### config.mk
export PLATFORM = sky130hd
export DESIGN_NAME = instruction_decode_throttle
export DESIGN_NICKNAME = d
export VERILOG_FILES = /design/src/logic/decode_pkg.sv /design/src/logic/uop_skid_buffer.sv /design/src/logic/microcode_sequence_rom.sv /design/src/logic/instruction_decode_throttle.sv
export SDC_FILE = /design/constraint.sdc
export NUM_CORES = 1
export LEC_CHECK = 0
export ABC_CLOCK_PERIOD_IN_PS = 2800
export BUFFER_PORTS_ARGS = -buffer_cell sky130_fd_sc_hd__buf_2
export CORE_UTILIZATION = 25
export DETAILED_ROUTE_END_ITERATION = 7
export SETUP_SLACK_MARGIN = 0.3
export SLEW_MARGIN = 0
export SYNTH_ARGS = -nofsm -noshare
export SYNTH_HDL_FRONTEND = slang
export SYNTH_SLANG_ARGS = --single-unit
### constraint.sdc
create_clock -name sys_clk -period 2.8 [get_ports sys_clk]
set_input_delay 0.42 -clock sys_clk [delete_from_list [all_inputs] [get_ports sys_clk]]
set_output_delay 0.42 -clock sys_clk [all_outputs]
set_load 0.03 [all_outputs]
### src/logic/decode_pkg.sv
// constants, types and shared decode helpers for the decode throttle
`default_nettype none
package decode_pkg;

    // ------------------------------------------------------------
    // per-cycle decode limits
    // ------------------------------------------------------------
    localparam int          LEN_W                 = 4;
    localparam int          PFX_W                 = 4;
    localparam logic [3:0]  LONG_INST_BYTES       = 4'h8;  // longest multi-decode
    localparam logic [4:0]  BYTES_PER_CYCLE       = 5'h10; // byte budget
    localparam logic [3:0]  PREFIX_LIMIT          = 4'h3;  // prefix/escape
    localparam logic [1:0]  PREFIX_PENALTY_CYCLES = 2'h3;  // stall cycles
    localparam logic [1:0]  BRANCHES_PER_CYCLE    = 2'h1;
    localparam int          LANES                 = 2;     // decoder slots

    // ------------------------------------------------------------
    // reset values and field layout of the micro-op word
    // ------------------------------------------------------------
    localparam logic [1:0]  STEP_RESET            = 2'h0;
    localparam int          UOP_W                 = 7;
    localparam int          UOP_KIND_LSB          = 3;
    localparam int          UOP_SLOT_BIT          = 2;
    localparam int          UOP_ROM_BIT           = 1;
    localparam int          UOP_LAST_BIT          = 0;

    // instruction classes as marked by the fetch unit
    typedef enum logic [2:0] {
        CLS_SIMPLE,
        CLS_INC_DEC,
        CLS_CALL_MEM,
        CLS_PUSH_MEM,
        CLS_MUL_WIDE,
        CLS_MUL_TWO
    } inst_class_type;

    // micro-op kinds handed to the backend
    typedef enum logic [3:0] {
        UOP_ALU,
        UOP_FLAG_MERGE,
        UOP_LOAD,
        UOP_STORE,
        UOP_STACK_ADJUST,
        UOP_BRANCH,
        UOP_MUL_LOW,
        UOP_MUL_HIGH,
        UOP_MULTIPLY
    } uop_kind_type;

    // classes expanded by the microcode sequence rom
    function automatic logic uses_rom(input inst_class_type cls);
        return (cls == CLS_CALL_MEM) || (cls == CLS_PUSH_MEM) ||
               (cls == CLS_MUL_WIDE);
    endfunction

endpackage
`default_nettype wire

### src/logic/uop_skid_buffer.sv
// two-entry micro-op buffer with valid and ready on both sides
`timescale 1ns/1ps
`default_nettype none
module uop_skid_buffer #(
    parameter int WIDTH = 7
) (
    // clock and reset
    input  wire logic             sys_clk,
    input  wire logic             rstn,
    // filling side
    input  wire logic             in_valid,
    output logic                  in_ready,
    input  wire logic [WIDTH-1:0] in_data,
    // draining side
    output logic                  out_valid,
    input  wire logic             out_ready,
    output logic [WIDTH-1:0]      out_data
);

    logic             spare_valid;
    logic [WIDTH-1:0] spare_data;

    // ------------------------------------------------------------
    // head feeds the port straight from flops; spare catches the
    // word that arrives in the cycle the drain stalls
    // ------------------------------------------------------------
    assign in_ready = ~spare_valid;

    always_ff @(posedge sys_clk) begin
        if (!rstn) begin
            out_valid   <= 1'b0;
            spare_valid <= 1'b0;
        end else if (out_ready || !out_valid) begin
            if (spare_valid) begin
                out_valid   <= 1'b1;
                spare_valid <= 1'b0;
            end else begin
                out_valid <= in_valid;
            end
        end else if (in_valid && !spare_valid) begin
            spare_valid <= 1'b1;
        end
    end

    // data registers need no reset, validity guards them
    always_ff @(posedge sys_clk) begin
        if (out_ready || !out_valid) begin
            out_data <= spare_valid ? spare_data : in_data;
        end
        if (!spare_valid && in_valid && out_valid && !out_ready) begin
            spare_data <= in_data;
        end
    end

endmodule
`default_nettype wire

### src/logic/microcode_sequence_rom.sv
// microcode sequence rom: flows of micro-ops for complex instructions
`timescale 1ns/1ps
`default_nettype none
module microcode_sequence_rom
    import decode_pkg::*;
(
    // lookup
    input  wire logic [2:0] cls,
    input  wire logic [1:0] step,
    // flow entry
    output logic [3:0]      kind,
    output logic            last
);

    // ------------------------------------------------------------
    // constant flow table, one entry per class and step
    // ------------------------------------------------------------
    always_comb begin
        kind = UOP_ALU;
        last = 1'b1;
        case (inst_class_type'(cls))
            CLS_CALL_MEM: begin
                // load target, push return, adjust stack, jump
                last = (step == 2'h3);
                case (step)
                    2'h0:    kind = UOP_LOAD;
                    2'h1:    kind = UOP_STORE;
                    2'h2:    kind = UOP_STACK_ADJUST;
                    default: kind = UOP_BRANCH;
                endcase
            end
            CLS_PUSH_MEM: begin
                last = (step == 2'h2);
                case (step)
                    2'h0:    kind = UOP_LOAD;
                    2'h1:    kind = UOP_STORE;
                    default: kind = UOP_STACK_ADJUST;
                endcase
            end
            CLS_MUL_WIDE: begin
                // double-width result written as two halves
                last = (step == 2'h1);
                kind = (step == 2'h0) ? UOP_MUL_LOW : UOP_MUL_HIGH;
            end
            default: begin
                kind = UOP_ALU;
                last = 1'b1;
            end
        endcase
    end

endmodule
`default_nettype wire

### src/logic/instruction_decode_throttle.sv
// front-end decode stage with per-cycle throttling and micro-op output
//
// Operation
// - a decode cycle takes at most 16 bytes when each instruction is 8 or less.
// - an instruction longer than 8 bytes decodes alone, in slot zero only.
// - more than 3 prefix and escape bytes adds a 3-cycle stall before its uops.
// - an instruction over the prefix limit decodes only in slot zero.
// - at most one branch is decoded per cycle; a further one waits.
// - complex instructions expand into multi-uop flows from the microcode rom.
// - memory-operand near indirect calls and pushes go through the rom.
// - single-operand wide multiplies use the rom; two-operand ones do not.
// - increment and decrement emit one extra flag-merge uop.
`timescale 1ns/1ps
`default_nettype none
module instruction_decode_throttle
    import decode_pkg::*;
(
    // clock and reset
    input  wire logic       sys_clk,
    input  wire logic       rstn,
    // fetch packet, lane 0 is the older instruction
    input  wire logic       fetch_valid,
    output logic            fetch_ready,
    input  wire logic       lane1_valid,
    input  wire logic [3:0] inst0_length,
    input  wire logic [3:0] inst0_prefixes,
    input  wire logic       inst0_branch,
    input  wire logic [2:0] inst0_class,
    input  wire logic [3:0] inst1_length,
    input  wire logic [3:0] inst1_prefixes,
    input  wire logic       inst1_branch,
    input  wire logic [2:0] inst1_class,
    // micro-op stream to the backend
    output logic            uop_valid,
    input  wire logic       uop_ready,
    output logic [3:0]      uop_kind,
    output logic            uop_slot,
    output logic            uop_rom,
    output logic            uop_last,
    // status
    output logic            penalty_active,
    output logic            solo_decode
);

    // ------------------------------------------------------------
    // state and held packet
    // ------------------------------------------------------------
    typedef enum {
        ST_EMPTY,
        ST_GROUP,
        ST_PENALTY,
        ST_EMIT
    } state_type;

    state_type        state;
    state_type        next_state;
    logic [3:0]       hold_len   [LANES];
    logic [3:0]       hold_pfx   [LANES];
    logic             hold_br    [LANES];
    inst_class_type   hold_cls   [LANES];
    logic [LANES-1:0] hold_pend;
    logic [LANES-1:0] grp_mask;
    logic             emit_lane;
    logic             emit_slot;
    logic [1:0]       step;
    logic [1:0]       pen_cnt;

    // group decision, looked at only in ST_GROUP
    logic             first_lane;
    logic             first_solo;
    logic             first_heavy;
    logic             join_second;
    logic [4:0]       pair_bytes;
    logic [1:0]       pair_branches;

    // current uop
    inst_class_type   cur_cls;
    logic [3:0]       hw_kind;
    logic             hw_last;
    logic [3:0]       rom_kind;
    logic             rom_last;
    logic             cur_rom;
    logic [3:0]       cur_kind;
    logic             cur_last;
    logic             push;
    logic             buf_in_ready;
    logic [UOP_W-1:0] buf_in_data;
    logic [UOP_W-1:0] buf_out_data;

    // ------------------------------------------------------------
    // helpers
    // ------------------------------------------------------------
    function automatic logic too_long(input logic [3:0] len);
        return len > LONG_INST_BYTES;
    endfunction

    function automatic logic too_many_prefixes(input logic [3:0] pfx);
        return pfx > PREFIX_LIMIT;
    endfunction

    // direct-path flows for instructions the hardware decoders handle
    function automatic logic [4:0] hw_flow(input inst_class_type cls,
                                           input logic           br,
                                           input logic [1:0]     stp);
        logic [3:0] k;
        logic       l;
        k = br ? UOP_BRANCH : UOP_ALU;
        l = 1'b1;
        if (cls == CLS_INC_DEC) begin
            k = (stp == STEP_RESET) ? UOP_ALU : UOP_FLAG_MERGE;
            l = (stp != STEP_RESET);
        end else if (cls == CLS_MUL_TWO) begin
            k = UOP_MULTIPLY;
        end
        return {k, l};
    endfunction

    // ------------------------------------------------------------
    // group formation over the pending lanes of the held packet
    // ------------------------------------------------------------
    always_comb begin
        first_lane    = ~hold_pend[0];
        first_heavy   = too_many_prefixes(hold_pfx[first_lane]);
        first_solo    = too_long(hold_len[first_lane]) || first_heavy;
        pair_bytes    = {1'b0, hold_len[0]} + {1'b0, hold_len[1]};
        pair_branches = {1'b0, hold_br[0]} + {1'b0, hold_br[1]};
        // a long or prefix-heavy instruction never rides in slot one
        join_second   = hold_pend[0] && hold_pend[1] && !first_solo &&
                        !too_long(hold_len[1]) &&
                        !too_many_prefixes(hold_pfx[1]) &&
                        (pair_bytes <= BYTES_PER_CYCLE) &&
                        (pair_branches <= BRANCHES_PER_CYCLE);
    end

    // ------------------------------------------------------------
    // uop selection: rom flow or direct decode
    // ------------------------------------------------------------
    assign cur_cls = hold_cls[emit_lane];
    assign cur_rom = uses_rom(cur_cls);

    microcode_sequence_rom u_rom (
        .cls  (cur_cls),
        .step (step),
        .kind (rom_kind),
        .last (rom_last)
    );

    assign {hw_kind, hw_last} = hw_flow(cur_cls, hold_br[emit_lane], step);
    assign cur_kind = cur_rom ? rom_kind : hw_kind;
    assign cur_last = cur_rom ? rom_last : hw_last;

    // a uop leaves only when the buffer has room, so a stall loses none
    assign push        = (state == ST_EMIT) && buf_in_ready;
    assign buf_in_data = {cur_kind, emit_slot, cur_rom, cur_last};

    // ------------------------------------------------------------
    // next state
    // ------------------------------------------------------------
    always_comb begin
        next_state = state;
        case (state)
            ST_EMPTY: begin
                // ready is low in the first cycle after reset, take nothing
                if (fetch_valid && fetch_ready) begin
                    next_state = ST_GROUP;
                end
            end
            ST_GROUP: begin
                if (first_heavy) begin
                    next_state = ST_PENALTY;
                end else begin
                    next_state = ST_EMIT;
                end
            end
            ST_PENALTY: begin
                if (pen_cnt == 2'h1) begin
                    next_state = ST_EMIT;
                end
            end
            ST_EMIT: begin
                if (push && cur_last) begin
                    if (emit_lane == 1'b0 && grp_mask[1]) begin
                        next_state = ST_EMIT;
                    end else if (emit_lane == 1'b0 && hold_pend[1]) begin
                        next_state = ST_GROUP;
                    end else begin
                        next_state = ST_EMPTY;
                    end
                end
            end
            default: next_state = ST_EMPTY;
        endcase
    end

    always_ff @(posedge sys_clk) begin
        if (!rstn) begin
            state <= ST_EMPTY;
        end else begin
            state <= next_state;
        end
    end

    // fetch is held off until the whole packet has drained
    always_ff @(posedge sys_clk) begin
        if (!rstn) begin
            fetch_ready <= 1'b0;
        end else begin
            fetch_ready <= (next_state == ST_EMPTY);
        end
    end

    // ------------------------------------------------------------
    // packet capture and retirement of lanes
    // ------------------------------------------------------------
    always_ff @(posedge sys_clk) begin
        if (!rstn) begin
            hold_pend <= '0;
        end else if (state == ST_EMPTY && fetch_valid && fetch_ready) begin
            hold_pend <= {lane1_valid, 1'b1};
        end else if (push && cur_last) begin
            hold_pend[emit_lane] <= 1'b0;
        end
    end

    // a memory call is a branch even if fetch did not mark it
    always_ff @(posedge sys_clk) begin
        if (state == ST_EMPTY && fetch_valid && fetch_ready) begin
            hold_len[0] <= inst0_length;
            hold_pfx[0] <= inst0_prefixes;
            hold_cls[0] <= inst_class_type'(inst0_class);
            hold_br[0]  <= inst0_branch ||
                           (inst_class_type'(inst0_class) == CLS_CALL_MEM);
            hold_len[1] <= inst1_length;
            hold_pfx[1] <= inst1_prefixes;
            hold_cls[1] <= inst_class_type'(inst1_class);
            hold_br[1]  <= inst1_branch ||
                           (inst_class_type'(inst1_class) == CLS_CALL_MEM);
        end
    end

    // ------------------------------------------------------------
    // group bookkeeping: lanes, slots and flow step
    // ------------------------------------------------------------
    always_ff @(posedge sys_clk) begin
        if (!rstn) begin
            grp_mask  <= '0;
            emit_lane <= 1'b0;
            emit_slot <= 1'b0;
            step      <= STEP_RESET;
        end else if (state == ST_GROUP) begin
            grp_mask  <= first_lane ? 2'b10 : {join_second, 1'b1};
            emit_lane <= first_lane;
            emit_slot <= 1'b0;
            step      <= STEP_RESET;
        end else if (push) begin
            if (cur_last) begin
                // older lane first keeps program order
                emit_lane <= 1'b1;
                emit_slot <= 1'b1;
                step      <= STEP_RESET;
            end else begin
                step <= step + 2'h1;
            end
        end
    end

    // penalty counter runs exactly the stall length
    always_ff @(posedge sys_clk) begin
        if (!rstn) begin
            pen_cnt <= '0;
        end else if (state == ST_GROUP) begin
            pen_cnt <= PREFIX_PENALTY_CYCLES;
        end else if (state == ST_PENALTY) begin
            pen_cnt <= pen_cnt - 2'h1;
        end
    end

    // ------------------------------------------------------------
    // status outputs
    // ------------------------------------------------------------
    always_ff @(posedge sys_clk) begin
        if (!rstn) begin
            penalty_active <= 1'b0;
            solo_decode    <= 1'b0;
        end else begin
            penalty_active <= (next_state == ST_PENALTY);
            if (state == ST_GROUP) begin
                solo_decode <= first_solo;
            end
        end
    end

    // ------------------------------------------------------------
    // output buffer; the backend may stall without losing a word
    // ------------------------------------------------------------
    uop_skid_buffer #(
        .WIDTH (UOP_W)
    ) u_buffer (
        .sys_clk   (sys_clk),
        .rstn      (rstn),
        .in_valid  (push),
        .in_ready  (buf_in_ready),
        .in_data   (buf_in_data),
        .out_valid (uop_valid),
        .out_ready (uop_ready),
        .out_data  (buf_out_data)
    );

    assign uop_kind = buf_out_data[UOP_KIND_LSB +: 4];
    assign uop_slot = buf_out_data[UOP_SLOT_BIT];
    assign uop_rom  = buf_out_data[UOP_ROM_BIT];
    assign uop_last = buf_out_data[UOP_LAST_BIT];

endmodule
`default_nettype wire

Word-level counts from Yosys, hierarchy flattened

Memory sizes are Yosys's and may differ from the RTL's. A register that Yosys moved wholly into a read port is not among the register bits.
Index checks and enable logic that the tools add are counted.

Equality and inequality tests: 18
Magnitude comparators: 8
Bitwise operators: 6
Reductions and logical operators: 42
Mux-type cells: 38
Add/sub/neg operators: 4

Operators with widths:

| cell                                                          | count |
|---|---|
| case mux 32 bit (4 select lines)                              | 1 |
| equality test 32 x 2 -> 1 bit, second input constant          | 3 |
| equality test 32 x 3 -> 1 bit, second input constant          | 3 |
| zero test 32 bit                                              | 3 |
| two-way mux 32 bit                                            | 3 |
| equality test 32 x 1 -> 1 bit, second input constant          | 1 |
| logical AND 1 bit                                             | 17 |
| two-way mux 1 bit                                             | 17 |
| two-way mux 2 bit                                             | 7 |
| equality test 3 x 2 -> 1 bit, second input constant           | 4 |
| two-way mux 4 bit                                             | 3 |
| case mux 4 bit (3 select lines)                               | 1 |
| nonzero test 2 bit                                            | 5 |
| case mux 3 bit (3 select lines)                               | 1 |
| greater-than comparator 4 x 2 -> 1 bit, second input constant | 2 |
| greater-than comparator 4 bit, second input constant          | 2 |
| two-way mux 7 bit                                             | 1 |
| equality test 3 bit, second input constant                    | 2 |
| zero test 1 bit                                               | 6 |
| logical OR 1 bit                                              | 6 |
| case mux 3 bit (2 select lines)                               | 1 |
| adder 4 x 4 -> 5 bit                                          | 1 |
| <= comparator 5 bit, second input constant                    | 1 |
| equality test 2 x 1 -> 1 bit, second input constant           | 2 |
| 17 further kinds                                              | 23 |

Register bits: 61
Bits of input ports: 29
RAM bits: 24
Logic and storage cells: 134
Memories: 4

Memories:

| memory   | depth | width | rd ports | clocked after memory_dff | write ports | line                              | source |
|---|---|---|---|---|---|---|---|
| hold_len | 2     | 4     | 3        | 0                        | 2           | instruction_decode_throttle.sv:57 | `logic [3:0] hold_len [LANES];` |
| hold_pfx | 2     | 4     | 2        | 0                        | 2           | instruction_decode_throttle.sv:58 | `logic [3:0] hold_pfx [LANES];` |
| hold_cls | 2     | 3     | 1        | 1                        | 2           | instruction_decode_throttle.sv:60 | `inst_class_type hold_cls [LANES];` |
| hold_br  | 2     | 1     | 3        | 1                        | 2           | instruction_decode_throttle.sv:59 | `logic hold_br [LANES];` |

Logic depth before layout (Yosys ltp)

Gate-level depths: netlist of run 1.
An unclocked memory read counts as a cell.

Depth after elaboration: 11
Gate-level depth with buffers: 8
Depth with buffers taken out: 8

Modules after synthesis

From an unflattened synthesis of run 1, not the netlist that was laid out.

Cell total of the unflattened synthesis: 248
Area total of the unflattened synthesis: 3173.0 um^2

By module, submodules not included:

| module                      | area each (um^2) | cells an instance | instances | sequential area each (um^2) |
|---|---|---|---|---|
| instruction_decode_throttle | 2441.1           | 200               | 1         | 1501.4 |
| uop_skid_buffer             | 628.1            | 30                | 1         | 460.4 |
| microcode_sequence_rom      | 103.8            | 18                | 1         | 0.0 |

Worst setup path before layout of run 1

Ideal clock, no wire load.

Path type: reg2reg
From: reg state[7]
To: mem hold_br[0], enable pin
Cell stages (with the launch flop): 6
Slack: 0.319 ns
Clock period less this slack: 2.481 ns
Arrival: 2.083 ns
Buffers on the path: 1
Cell sequence: dfxtp_1 -> nor4_1 -> nand4_1 -> or2_0 -> clkbuf_1 -> nor2_1

RTL lines:

| item                     | line                               | source |
|---|---|---|
| start: declaration       | instruction_decode_throttle.sv:55  | `state_type state;` |
| start signal: assignment | instruction_decode_throttle.sv:199 | `state <= next_state;` |
| end: declaration         | instruction_decode_throttle.sv:59  |  |

==> metrics.md, run 1 <==
| Metric | Value |
|---|---|
| Synthesized instance count | between 200 and 250 |
| Clk pin slew, worst setup/hold paths | around 60 ps |
| Placed cell area | approximately 3700 um2 |
| Total CTS buffers | 9 |
| Simple-Gate Fraction of Synth Area | 0.114 |
| Global-route wire length before repair | just under 9000 um |
| Clock Tree Root | clkbuf_16 |
| Layout area overhead | 24.7% |
| Design Power | between 2 and 2.5 mW |
| CP required | 3020 ps |
| Status | complete, no violations |
| Vias in the first global route | ~2000 |
| Slew @ Worst Pin | about 500 ps |
| Placement row count | 40 |
| Synth area leaders | edfxtp_1 (32%), dfxtp_1 (30%), ha_1 (4.3%) |
| Clock sink count | between 80 and 90 |
| Fin Setup TNS | 0 ps |
| CP max FO | 8 |
| Die Ht | 115 um |
| Gr usage total | 0.0887 |
| Fmax | 0.437 GHz |
| Number of distinct library cells after synthesis | 57 |
| Vias per cell | 4.17 |
| Starting density of the core | 0.260 |
| Vias | slightly above 2000 |
| Worst Clk Skew | between 6 and 7 ps |
| Slew headroom | 0.670 |
| Min Hold Slack | approximately 260 ps |
| DRT Pass-1 Iters | 4 |
| Filler Cells Inserted | between 1000 and 1500 |
| Seq/Total Area, Yosys | 0.618 |
| Synth Area in Compound Gates | 0.127 |
| Initial DRC Count | between 100 and 150 |
| Residual DRC | 0 |
| Leading cell type in the layout, fill and taps excluded | dfxtp_1 |
| Endpoints failing hold | 0 |
| LEAKAGE | 1.58 nW |
| Crit path launch type | flip-flop |
| GP Congestion | slightly below 0.8 |
| Final nets | 364 |
| Port bufs | 35 |
| FF+latch count, synth | 81 |
| Combinational Power Share | 0.015 |
| PwrDens | around 600 nW/um2 |
| Adder-cell share of the synthesized area | 0.0497 |
| Fin. max-slew vios | 0 |
| Most used DFF post-synth | dfxtp_1 |
| Reg power frac | 0.529 |
| Final min period | 2290 ps |
| Worst IR Drop VDD | just under 0.0003 V |
| Sw frac | 0.208 |
| Detail Route Antenna Nets | 0 |
| Hold Path Class | input port to flip-flop |
| Worst-Skew Late Latency | approximately 330 ps |
| Mux cell area share after synthesis | 0.0560 |
| Tcrit/Tclk final | 0.818 |
| Final instance area | around 4000 um2 |
| Async SR Flop Fraction | 0 |
| Post-Syn Area | ~3200 um2 |
| Die width | between 100 and 150 um |
| # IOs | 40 |
| Core ar. | roughly 12000 um2 |
| Layout cells sized above 1 | 0.229 |
| Internal Power | about 1.9 mW |
| Clock power frac | 0.456 |
| WP data arrival | roughly 2500 ps |
| Max-Cap Viols | 0 |
| Yosys warns | 0 |
| Final setup vio count | 0 |
| Synth Area per Inst | around 13 um2 |
| RSZ-0062 raised after global routing | false |
| Die area | 13200 um2 |
| Clock Path Buffers | 2 |
| Crit path kind | flip-flop to flip-flop |
| Crit end category | flip-flop |
| # diodes | 0 |
| H-tree depth | 3 |
| Most frequent cells in the layout | dfxtp_1 (47), buf_2 (35), edfxtp_1 (34) |
| Grt total ovfl | 0 |
| Largest net degree at the start of global routing | 22 |
| Initial antenna violation count | 0 |
| Synth area leader | edfxtp_1 |
| Final wirelength | 5380 um |
| TritonCTS clock tree | yes |
| Number of flops mapped to enable cells by yosys | 34 |
| Synth top area share | 0.322 |
| WL/cell | between 10 and 15 um |
| XOR/XNOR Fraction of Synth Area | 0.00552 |
| Main combinational cell family by area after synthesis | compound AO/OA/AOI/OAI gates |
| P_sw | 494 uW |
| Post-DP HPWL | around 3900 um |
-- stage by stage --
stage | worst slack [ps] | utilization | instances
2_1_floorplan | 319 | - | 277
3_3_place_gp | 427 | 0.300 | 478
3_5_place_dp | 398 | 0.300 | 478
4_1_cts | 383 | 0.322 | 494
5_1_grt | 329 | 0.324 | 496
6_report | 510 | 0.324 | 496
-- final cells by class --
class | instances | area, um2 | share of cell area
clock inverter | 6 | 47.5 | 0.0120
inverter | 12 | 45.0 | 0.0114
clock buffer | 10 | 229 | 0.0579
timing repair buffer | 42 | 228 | 0.0575
sequential | 81 | 1960 | 0.496
multi-input combinational | 177 | 1240 | 0.312
tap | 168 | 210 | 0.0531
-- sequential cells by signal, indices dropped and copies added, names as in the netlist, named ones only --
name	flops
state	32
hold_len	8
u_buffer.out_data	7
u_buffer.spare_data	7
hold_cls	6
hold_pfx	4
hold_br	2
hold_pend	2
pen_cnt	2
step	2
emit_lane	1
emit_slot	1
fetch_ready	1
grp_mask	1
penalty_active	1
solo_decode	1
u_buffer.out_valid	1
u_buffer.spare_valid	1
-- repair_timing --
action	4_1_cts	5_1_grt
gates resized for setup	0	1
endpoints found under the setup margin	0	8
hold buffers	0	0
setup buffers	0	2
-- path summary, 6_finish.rpt --
path / start / endpoint / slack [ps] / depth (start not counted)
setup / recovery: flip-flop / flip-flop / 510 / 5
hold / removal: inst0_length[2] / hold_len[0][2]$_DFFE_PP_ / 260 / 1
setup reg to reg: flip-flop / flip-flop / 510 / 5
hold reg to reg: emit_slot$_SDFFE_PP0P_ / u_buffer.spare_data[2]$_DFFE_PP_ / 490 / 0
-- worst max-delay path: stages, from the launching register on --
cell	delay, ps
dfxtp_1	590
mux2i_4	440
nor2_2	110
a2111oi_4	540
o21ai_1	170
a221oi_1	330
-- synth_stat cells, types with 2 or more instances --
cell type / n
ha_1: 11
a221oi_1: 2
and3_1: 3
nand4_1: 4
o31ai_1: 6
dfxtp_1: 47
mux2i_4: 2
clkbuf_1: 4
mux2_4: 2
nor4_1: 8
a31oi_1: 3
buf_6: 2
a21o_1: 5
nand2_1: 8
inv_1: 12
nand3_1: 5
o21ai_1: 3
o21a_1: 4
a21oi_1: 10
mux2_2: 6
o221a_1: 2
xnor2_1: 2
nor3_1: 4
nor2b_1: 2
o21bai_1: 2
nor2_1: 16
o21ai_0: 9
edfxtp_1: 34
nor3b_1: 2
-- kinds of logic after synthesis --
logic type,after synthesis
AOI/OAI and AO/OA,56
other,1
and+or+nand+nor,64
muxes,13
DFF,81
adders and majority gates,12
xor gates and xnor gates,2
buffers and inverters,19
-- per-layer routing --
metal | GRT usage | wire (um) | vias to the layer above
met4 | 0.0294 | 35 | 0
li1 | - | - | 1047
met2 | 0.149 | 2630 | 50
met5 | 0 | 0 | -
met3 | 0.0381 | 272 | 4
met1 | 0.101 | 2450 | 965
-- power by group through the flow --
| stage | registers, mW | logic (mW) | clock network (mW) |
|---|---|---|---|
| 2_1_floorplan | 1.28 | 0.0130 | 0 |
| 3_3_place_gp | 1.28 | 0.0354 | 0 |
| 3_5_place_dp | 1.28 | 0.0359 | 0 |
| 4_1_cts | 1.26 | 0.0360 | 1.12 |
| 5_1_grt | 1.26 | 0.0422 | 1.17 |
| 6_report | 1.26 | 0.0362 | 1.08 |
Note: power is estimated with default switching activity, not from simulation.
==> inputs of run 2 (changes only) <==
ABC_CLOCK_PERIOD_IN_PS = 2400   (was 2800)
clock period = 2.4 ns   (was 2.8 ns; I/O delays follow)
==> run 2 against run 1 <==
Effect of this change:
- setup slack got worse by 72 ps
- sequential share of layout area fell by 1.3 points
- utilization rose by 0.93 points
- combinational power rose by 17%
- final cell count rose by 1.4%
- critical path depth rose by 1
==> metrics.md, run 2 (same netlist as run 1, synthesis figures left out) <==
| Metric | Value |
|---|---|
| Placed cell area | approximately 3700 um2 |
| PwrDens | 712 nW/um2 |
| Endpoints failing hold | 0 |
| Worst Hold Path EP | hold_pfx[1][3]$_DFFE_PP_ |
| Final core occ | 0.333 |
| # diodes | 0 |
| Number of flip-flops in the largest register | 32 |
| Status | complete, no violations |
| Vias | slightly above 2000 |
| DRT Pass-1 Iters | 4 |
| Gr usage total | 0.0899 |
| Clock Tree Root | clkbuf_16 |
| LEAKAGE | ~1.6 nW |
| Worst IR Drop VDD | just over 0.0005 V |
| Hold Path Class | input port to flip-flop |
| Die Ht | around 110 um |
| Total CTS buffers | 9 |
| Crit path kind | flip-flop to flip-flop |
| Die area | between 10000 and 15000 um2 |
| Hold Path Depth | 1 |
| Worst-Skew Late Latency | 330 ps |
| Detail Route Antenna Nets | 0 |
| Design Power | ~2.9 mW |
| Max-Cap Viols | 0 |
| Starting density of the core | 0.260 |
| GP Congestion | between 0.7 and 0.8 |
| Clock Path Buffers | 2 |
| Top flop regs | state x32, hold_len x8 |
| Clock sink count | 81 |
| Final instance area | between 4000 and 5000 um2 |
| TritonCTS clock tree | yes |
| Final setup vio count | 0 |
| Final min period | approximately 2000 ps |
| Crit end category | flip-flop |
| Clock power frac | 0.480 |
| Internal Power | 2.34 mW |
| Top reg by flops | state |
| Vias in the first global route | between 1500 and 2000 |
| Initial DRC Count | 192 |
| CP required | around 2700 ps |
| Fmax | between 0.5 and 0.6 GHz |
| Inst Count DP | 485 |
| Port bufs | 35 |
| Layout cells sized above 1 | 0.251 |
| CP max FO | 5 |
| Clk pin slew, worst setup/hold paths | 60 ps |
| WL/cell | roughly 11 um |
| Reg2reg end | step[0]$_SDFFE_PP0P_ |
| Hold Path Origin | inst1_prefixes[3] |
| Layout Cells excl Fill | 503 |
| Initial antenna violation count | 0 |
| Hold-fix buffers, CTS | 0 |
| Die width | roughly 110 um |
| Placement row count | 40 |
| P_sw | 559 uW |
| Global-route wire length before repair | just under 9000 um |
| Layout area overhead | 28.3% |
| Worst Clk Skew | roughly 7.6 ps |
| Tcrit/Tclk final | 0.818 |
| Reg power frac | 0.505 |
| Crit path launch type | flip-flop |
| Combinational Power Share | 0.015 |
| Grt total ovfl | 0 |
| Final wirelength | 5320 um |
| # IOs | 40 |
| Largest net degree at the start of global routing | 22 |
| Fin. max-slew vios | 0 |
| WP data arrival | 2220 ps |
| Sw frac | 0.193 |
| Vias per cell | between 4 and 5 |
| H-tree depth | 3 |
| Residual DRC | 0 |
| Fin Setup TNS | 0 ps |
| Reg-to-Reg Start | step[1]$_SDFFE_PP0P_ |
| RSZ-0062 raised after global routing | true |
| Core ar. | about 12000 um2 |
| Leading cell type in the layout, fill and taps excluded | dfxtp_1 |
| Post-DP HPWL | 3960 um |
| Reg2reg path depth | 6 |
| Most frequent cells in the layout | dfxtp_1 (45), buf_2 (35), edfxtp_1 (34) |
| Final nets | between 300 and 400 |
| Flop2flop setup slack | 440 ps |
[run 2: through the flow]
step,hold WS [ps],worst slack [ps]
after CTS,183,313
after global placement,455,286
after global routing,175,296
final,196,437
after detailed placement,473,269
after floorplan,427,248
[run 2: routing by layer]
| layer | track usage | vias to the layer above | part of all wire |
|---|---|---|---|
| li1 | - | 1065 | - |
| met4 | 0.0364 | 0 | 0.0071 |
| met1 | 0.109 | 944 | 0.47 |
| met2 | 0.136 | 45 | 0.47 |
| met3 | 0.0434 | 4 | 0.052 |
| met5 | 0 | - | 0 |
[run 2: power groups by stage]
stage	clock network (mW)	registers (mW)	logic, mW
after floorplan	0	1.49	0.0154
after global placement	0	1.49	0.0414
after detailed placement	0	1.50	0.0421
after CTS	1.43	1.46	0.0422
after global routing	1.50	1.47	0.0494
final	1.39	1.46	0.0425
[run 2: cell type report]
cell class              instances  area [um2]
clock buffers                  13         293
clock inverters                 3        23.8
fillers                      1243        8140
inverters                      12        45.0
multi-input cells             177        1240
flip-flops and latches         81        1960
well taps                     168         210
repair buffers                 49         293
[run 2: timing repair]
item	in CTS	in global routing
pin swaps	0	1
buffers inserted	0	2
setup endpoints to repair	3	28
resized for setup	2	2
[run 2: how the worst max path moves through the flow]
stage                         startpoint                    to  slack (ps)  cells after the start
floorplan            state[7]$_SDFF_PN0_  hold_br[0]$_DFFE_PP_         250                      5
global placement               flip-flop             flip-flop         290                      6
detailed placement             flip-flop             flip-flop         270                      6
CTS                            flip-flop             flip-flop         310                      6
global route                   flip-flop             flip-flop         300                      6
finish              step[1]$_SDFFE_PP0P_  step[0]$_SDFFE_PP0P_         440                      6
[run 2: critical path, stage by stage, from the launching register on]
cell and delay (ps):
dfxtp_1 410, inv_1 100, ha_1 250, nor4b_4 400, a211oi_2 120, or4_1 480
a21oi_1 130
==> inputs of run 3 (changes only) <==
ABC_CLOCK_PERIOD_IN_PS = 1900   (was 2400)
clock period = 1.9 ns   (was 2.4 ns; I/O delays follow)
==> run 3 against run 2 <==
Effect of this change:
- global-route usage grew 0.57 points
- the run now ends with negative setup slack left
- via count grew 8.4%
- routed wire length is 13% higher
- critical path depth up 1
- total power increased by 25%
- clock skew fell by 1.6 ps
- final cell count is 6.8% higher
- utilization is 4.7 points higher
==> metrics.md, run 3 (same netlist as run 1, synthesis figures left out) <==
| Metric | Value |
|---|---|
| # IOs | 40 |
| Placement row count | 40 |
| Detail Route Antenna Nets | 0 |
| Metal2 WL | approximately 3100 um |
| Die area | about 13000 um2 |
| Total CTS buffers | 9 |
| GP Congestion | between 0.7 and 0.8 |
| Failing checks | negative setup slack |
| Max-Cap Viols | 0 |
| Initial DRC Count | 94 |
| Internal Power | 2.80 mW |
| Final wirelength | ~6000 um |
| RSZ-0062 raised after global routing | true |
| Reg2reg end | step[0]$_SDFFE_PP0P_ |
| Crit end category | flip-flop |
| Residual DRC | 0 |
| Hold Path Class | input port to flip-flop |
| Largest net degree at the start of global routing | 22 |
| Vias per cell | 4.15 |
| Design Power | 3.61 mW |
| Worst-Skew Late Latency | around 330 ps |
| Final setup vio count | 6 |
| Starting density of the core | 0.260 |
| Tcrit/Tclk final | 1.02 |
| Layout cells sized above 1 | 0.428 |
| Top reg by flops | state |
| Die Ht | around 110 um |
| Post-DP HPWL | 4070 um |
| Final min period | just under 2000 ps |
| Clock Tree Root | clkbuf_16 |
| Fmax | between 0.5 and 0.6 GHz |
| H-tree depth | 3 |
| Layout area overhead | 46.5% |
| Slew headroom | 0.607 |
| WP data arrival | 2210 ps |
| CP max FO | 5 |
| LEAKAGE | roughly 1.9 nW |
| Register area | around 2000 um2 |
| Status | finished with violations |
| Gr usage total | 0.0956 |
| Global-route wire length before repair | roughly 10000 um |
| Clock Path Buffers | 2 |
| Top Metal Used | met4 |
| Top flop regs | state x32, hold_len x8 |
| Flop2flop setup slack | -40 ps |
| Number of flip-flops in the largest register | 32 |
| DRT Pass-1 Iters | 4 |
| Initial antenna violation count | 0 |
| WL/cell | 11.2 um |
| Reg2reg path depth | 7 |
| Fin. max-slew vios | 0 |
| CP required | roughly 2200 ps |
| Clock sink count | 81 |
| PwrDens | 777 nW/um2 |
| Reg power frac | 0.513 |
| Crit path kind | flip-flop to flip-flop |
| Slew @ Worst Pin | between 500 and 600 ps |
| P_sw | roughly 810 uW |
| Port bufs | 35 |
| Hold-fix buffers, CTS | 0 |
| Leading cell type in the layout, fill and taps excluded | dfxtp_1 |
| Multi-input gate area | around 1500 um2 |
| Final nets | 405 |
| Die width | 115 um |
| Worst IR Drop VDD | 0.000528 V |
| Core ar. | around 12000 um2 |
| Vias in the first global route | around 2100 |
| Combinational Power Share | 0.016 |
| Vias | 2230 |
| Most frequent cells in the layout | dfxtp_1 (43), buf_2 (35), edfxtp_1 (34) |
| Setup crit end | step[0]$_SDFFE_PP0P_ |
| # diodes | 0 |
| Endpoints failing hold | 0 |
| Crit path launch type | flip-flop |
| Met1 Wirelength | 2560 um |
| TritonCTS clock tree | yes |
| Grt total ovfl | 0 |
| Hold Path Origin | inst1_length[1] |
| Sw frac | 0.224 |
| Filler Cells Inserted | ~1200 |
| Final worst setup slack | -44.0 ps |
| Dpl ws | -119 ps |
| Clock power frac | 0.470 |
| Clk pin slew, worst setup/hold paths | around 70 ps |
| DR WL met3 | about 260 um |
| Worst Clk Skew | between 5 and 6 ps |
## run 3: cell count changes in the layout (fill, tap and decap cells not counted), sizes merged
cell / previous run / this run
buf: 49 / 83
clkbuf: 13 / 9
inv: 15 / 16
clkinv: 0 / 3
## run 3: final cells by class
type	count	area share
clock buffer	9	0.0484
clock inverter	7	0.0175
inverter	12	0.00969
multi-input combinational	177	0.325
sequential	81	0.423
tap	168	0.0452
timing repair buffer	83	0.131
## run 3: worst min-delay path by stage
stage / end / slack [ps] / depth (start not counted)
detailed placement: hold_len[0][2]$_DFFE_PP_ / 460 / 1
CTS: hold_len[1][1]$_DFFE_PP_ / 110 / 1
floorplan: hold_cls[0][0]$_DFFE_PP_ / 380 / 0
finish: hold_len[1][1]$_DFFE_PP_ / 120 / 1
global route: hold_len[1][1]$_DFFE_PP_ / 100 / 1
global placement: hold_len[1][0]$_DFFE_PP_ / 460 / 1
## run 3: through the flow
stage,area (um2),hold slack (ps),TNS [ps],util,instances
after floorplan,3350,384,0,-,277
after global placement,3900,461,-263,0.319,501
after detailed placement,3900,463,-685,0.319,501
after CTS,4480,106,-117,0.367,531
after global routing,4650,102,-938,0.381,537
final,4650,121,-170,0.381,537
## run 3: power groups by stage
stage / logic, mW / clock network (mW) / registers [mW]
after floorplan: 0.0198 / 0 / 1.89
after global placement: 0.0524 / 0 / 1.89
after detailed placement: 0.0537 / 0 / 1.89
after CTS: 0.0559 / 1.75 / 1.85
after global routing: 0.0680 / 1.83 / 1.86
final: 0.0589 / 1.70 / 1.85
## run 3: what timing repair did
item	CTS	global route
pin swaps	21	10
buffers inserted	14	6
gates resized for setup	41	25
endpoints found under the setup margin	51	52
## run 3: critical path, cell delays in order, from the launching register on
cell and delay [ps]:
dfxtp_4 370, buf_4 160, mux2i_4 200, nor4b_4 340, buf_4 170, a211oi_2 40
or4_1 470, a21oi_1 130
## run 3: metal layers
layer,global-route usage,vias up
li1,-,1131
met1,0.112,1052
met2,0.164,39
met3,0.0291,8
met4,0.0364,0
met5,0,-
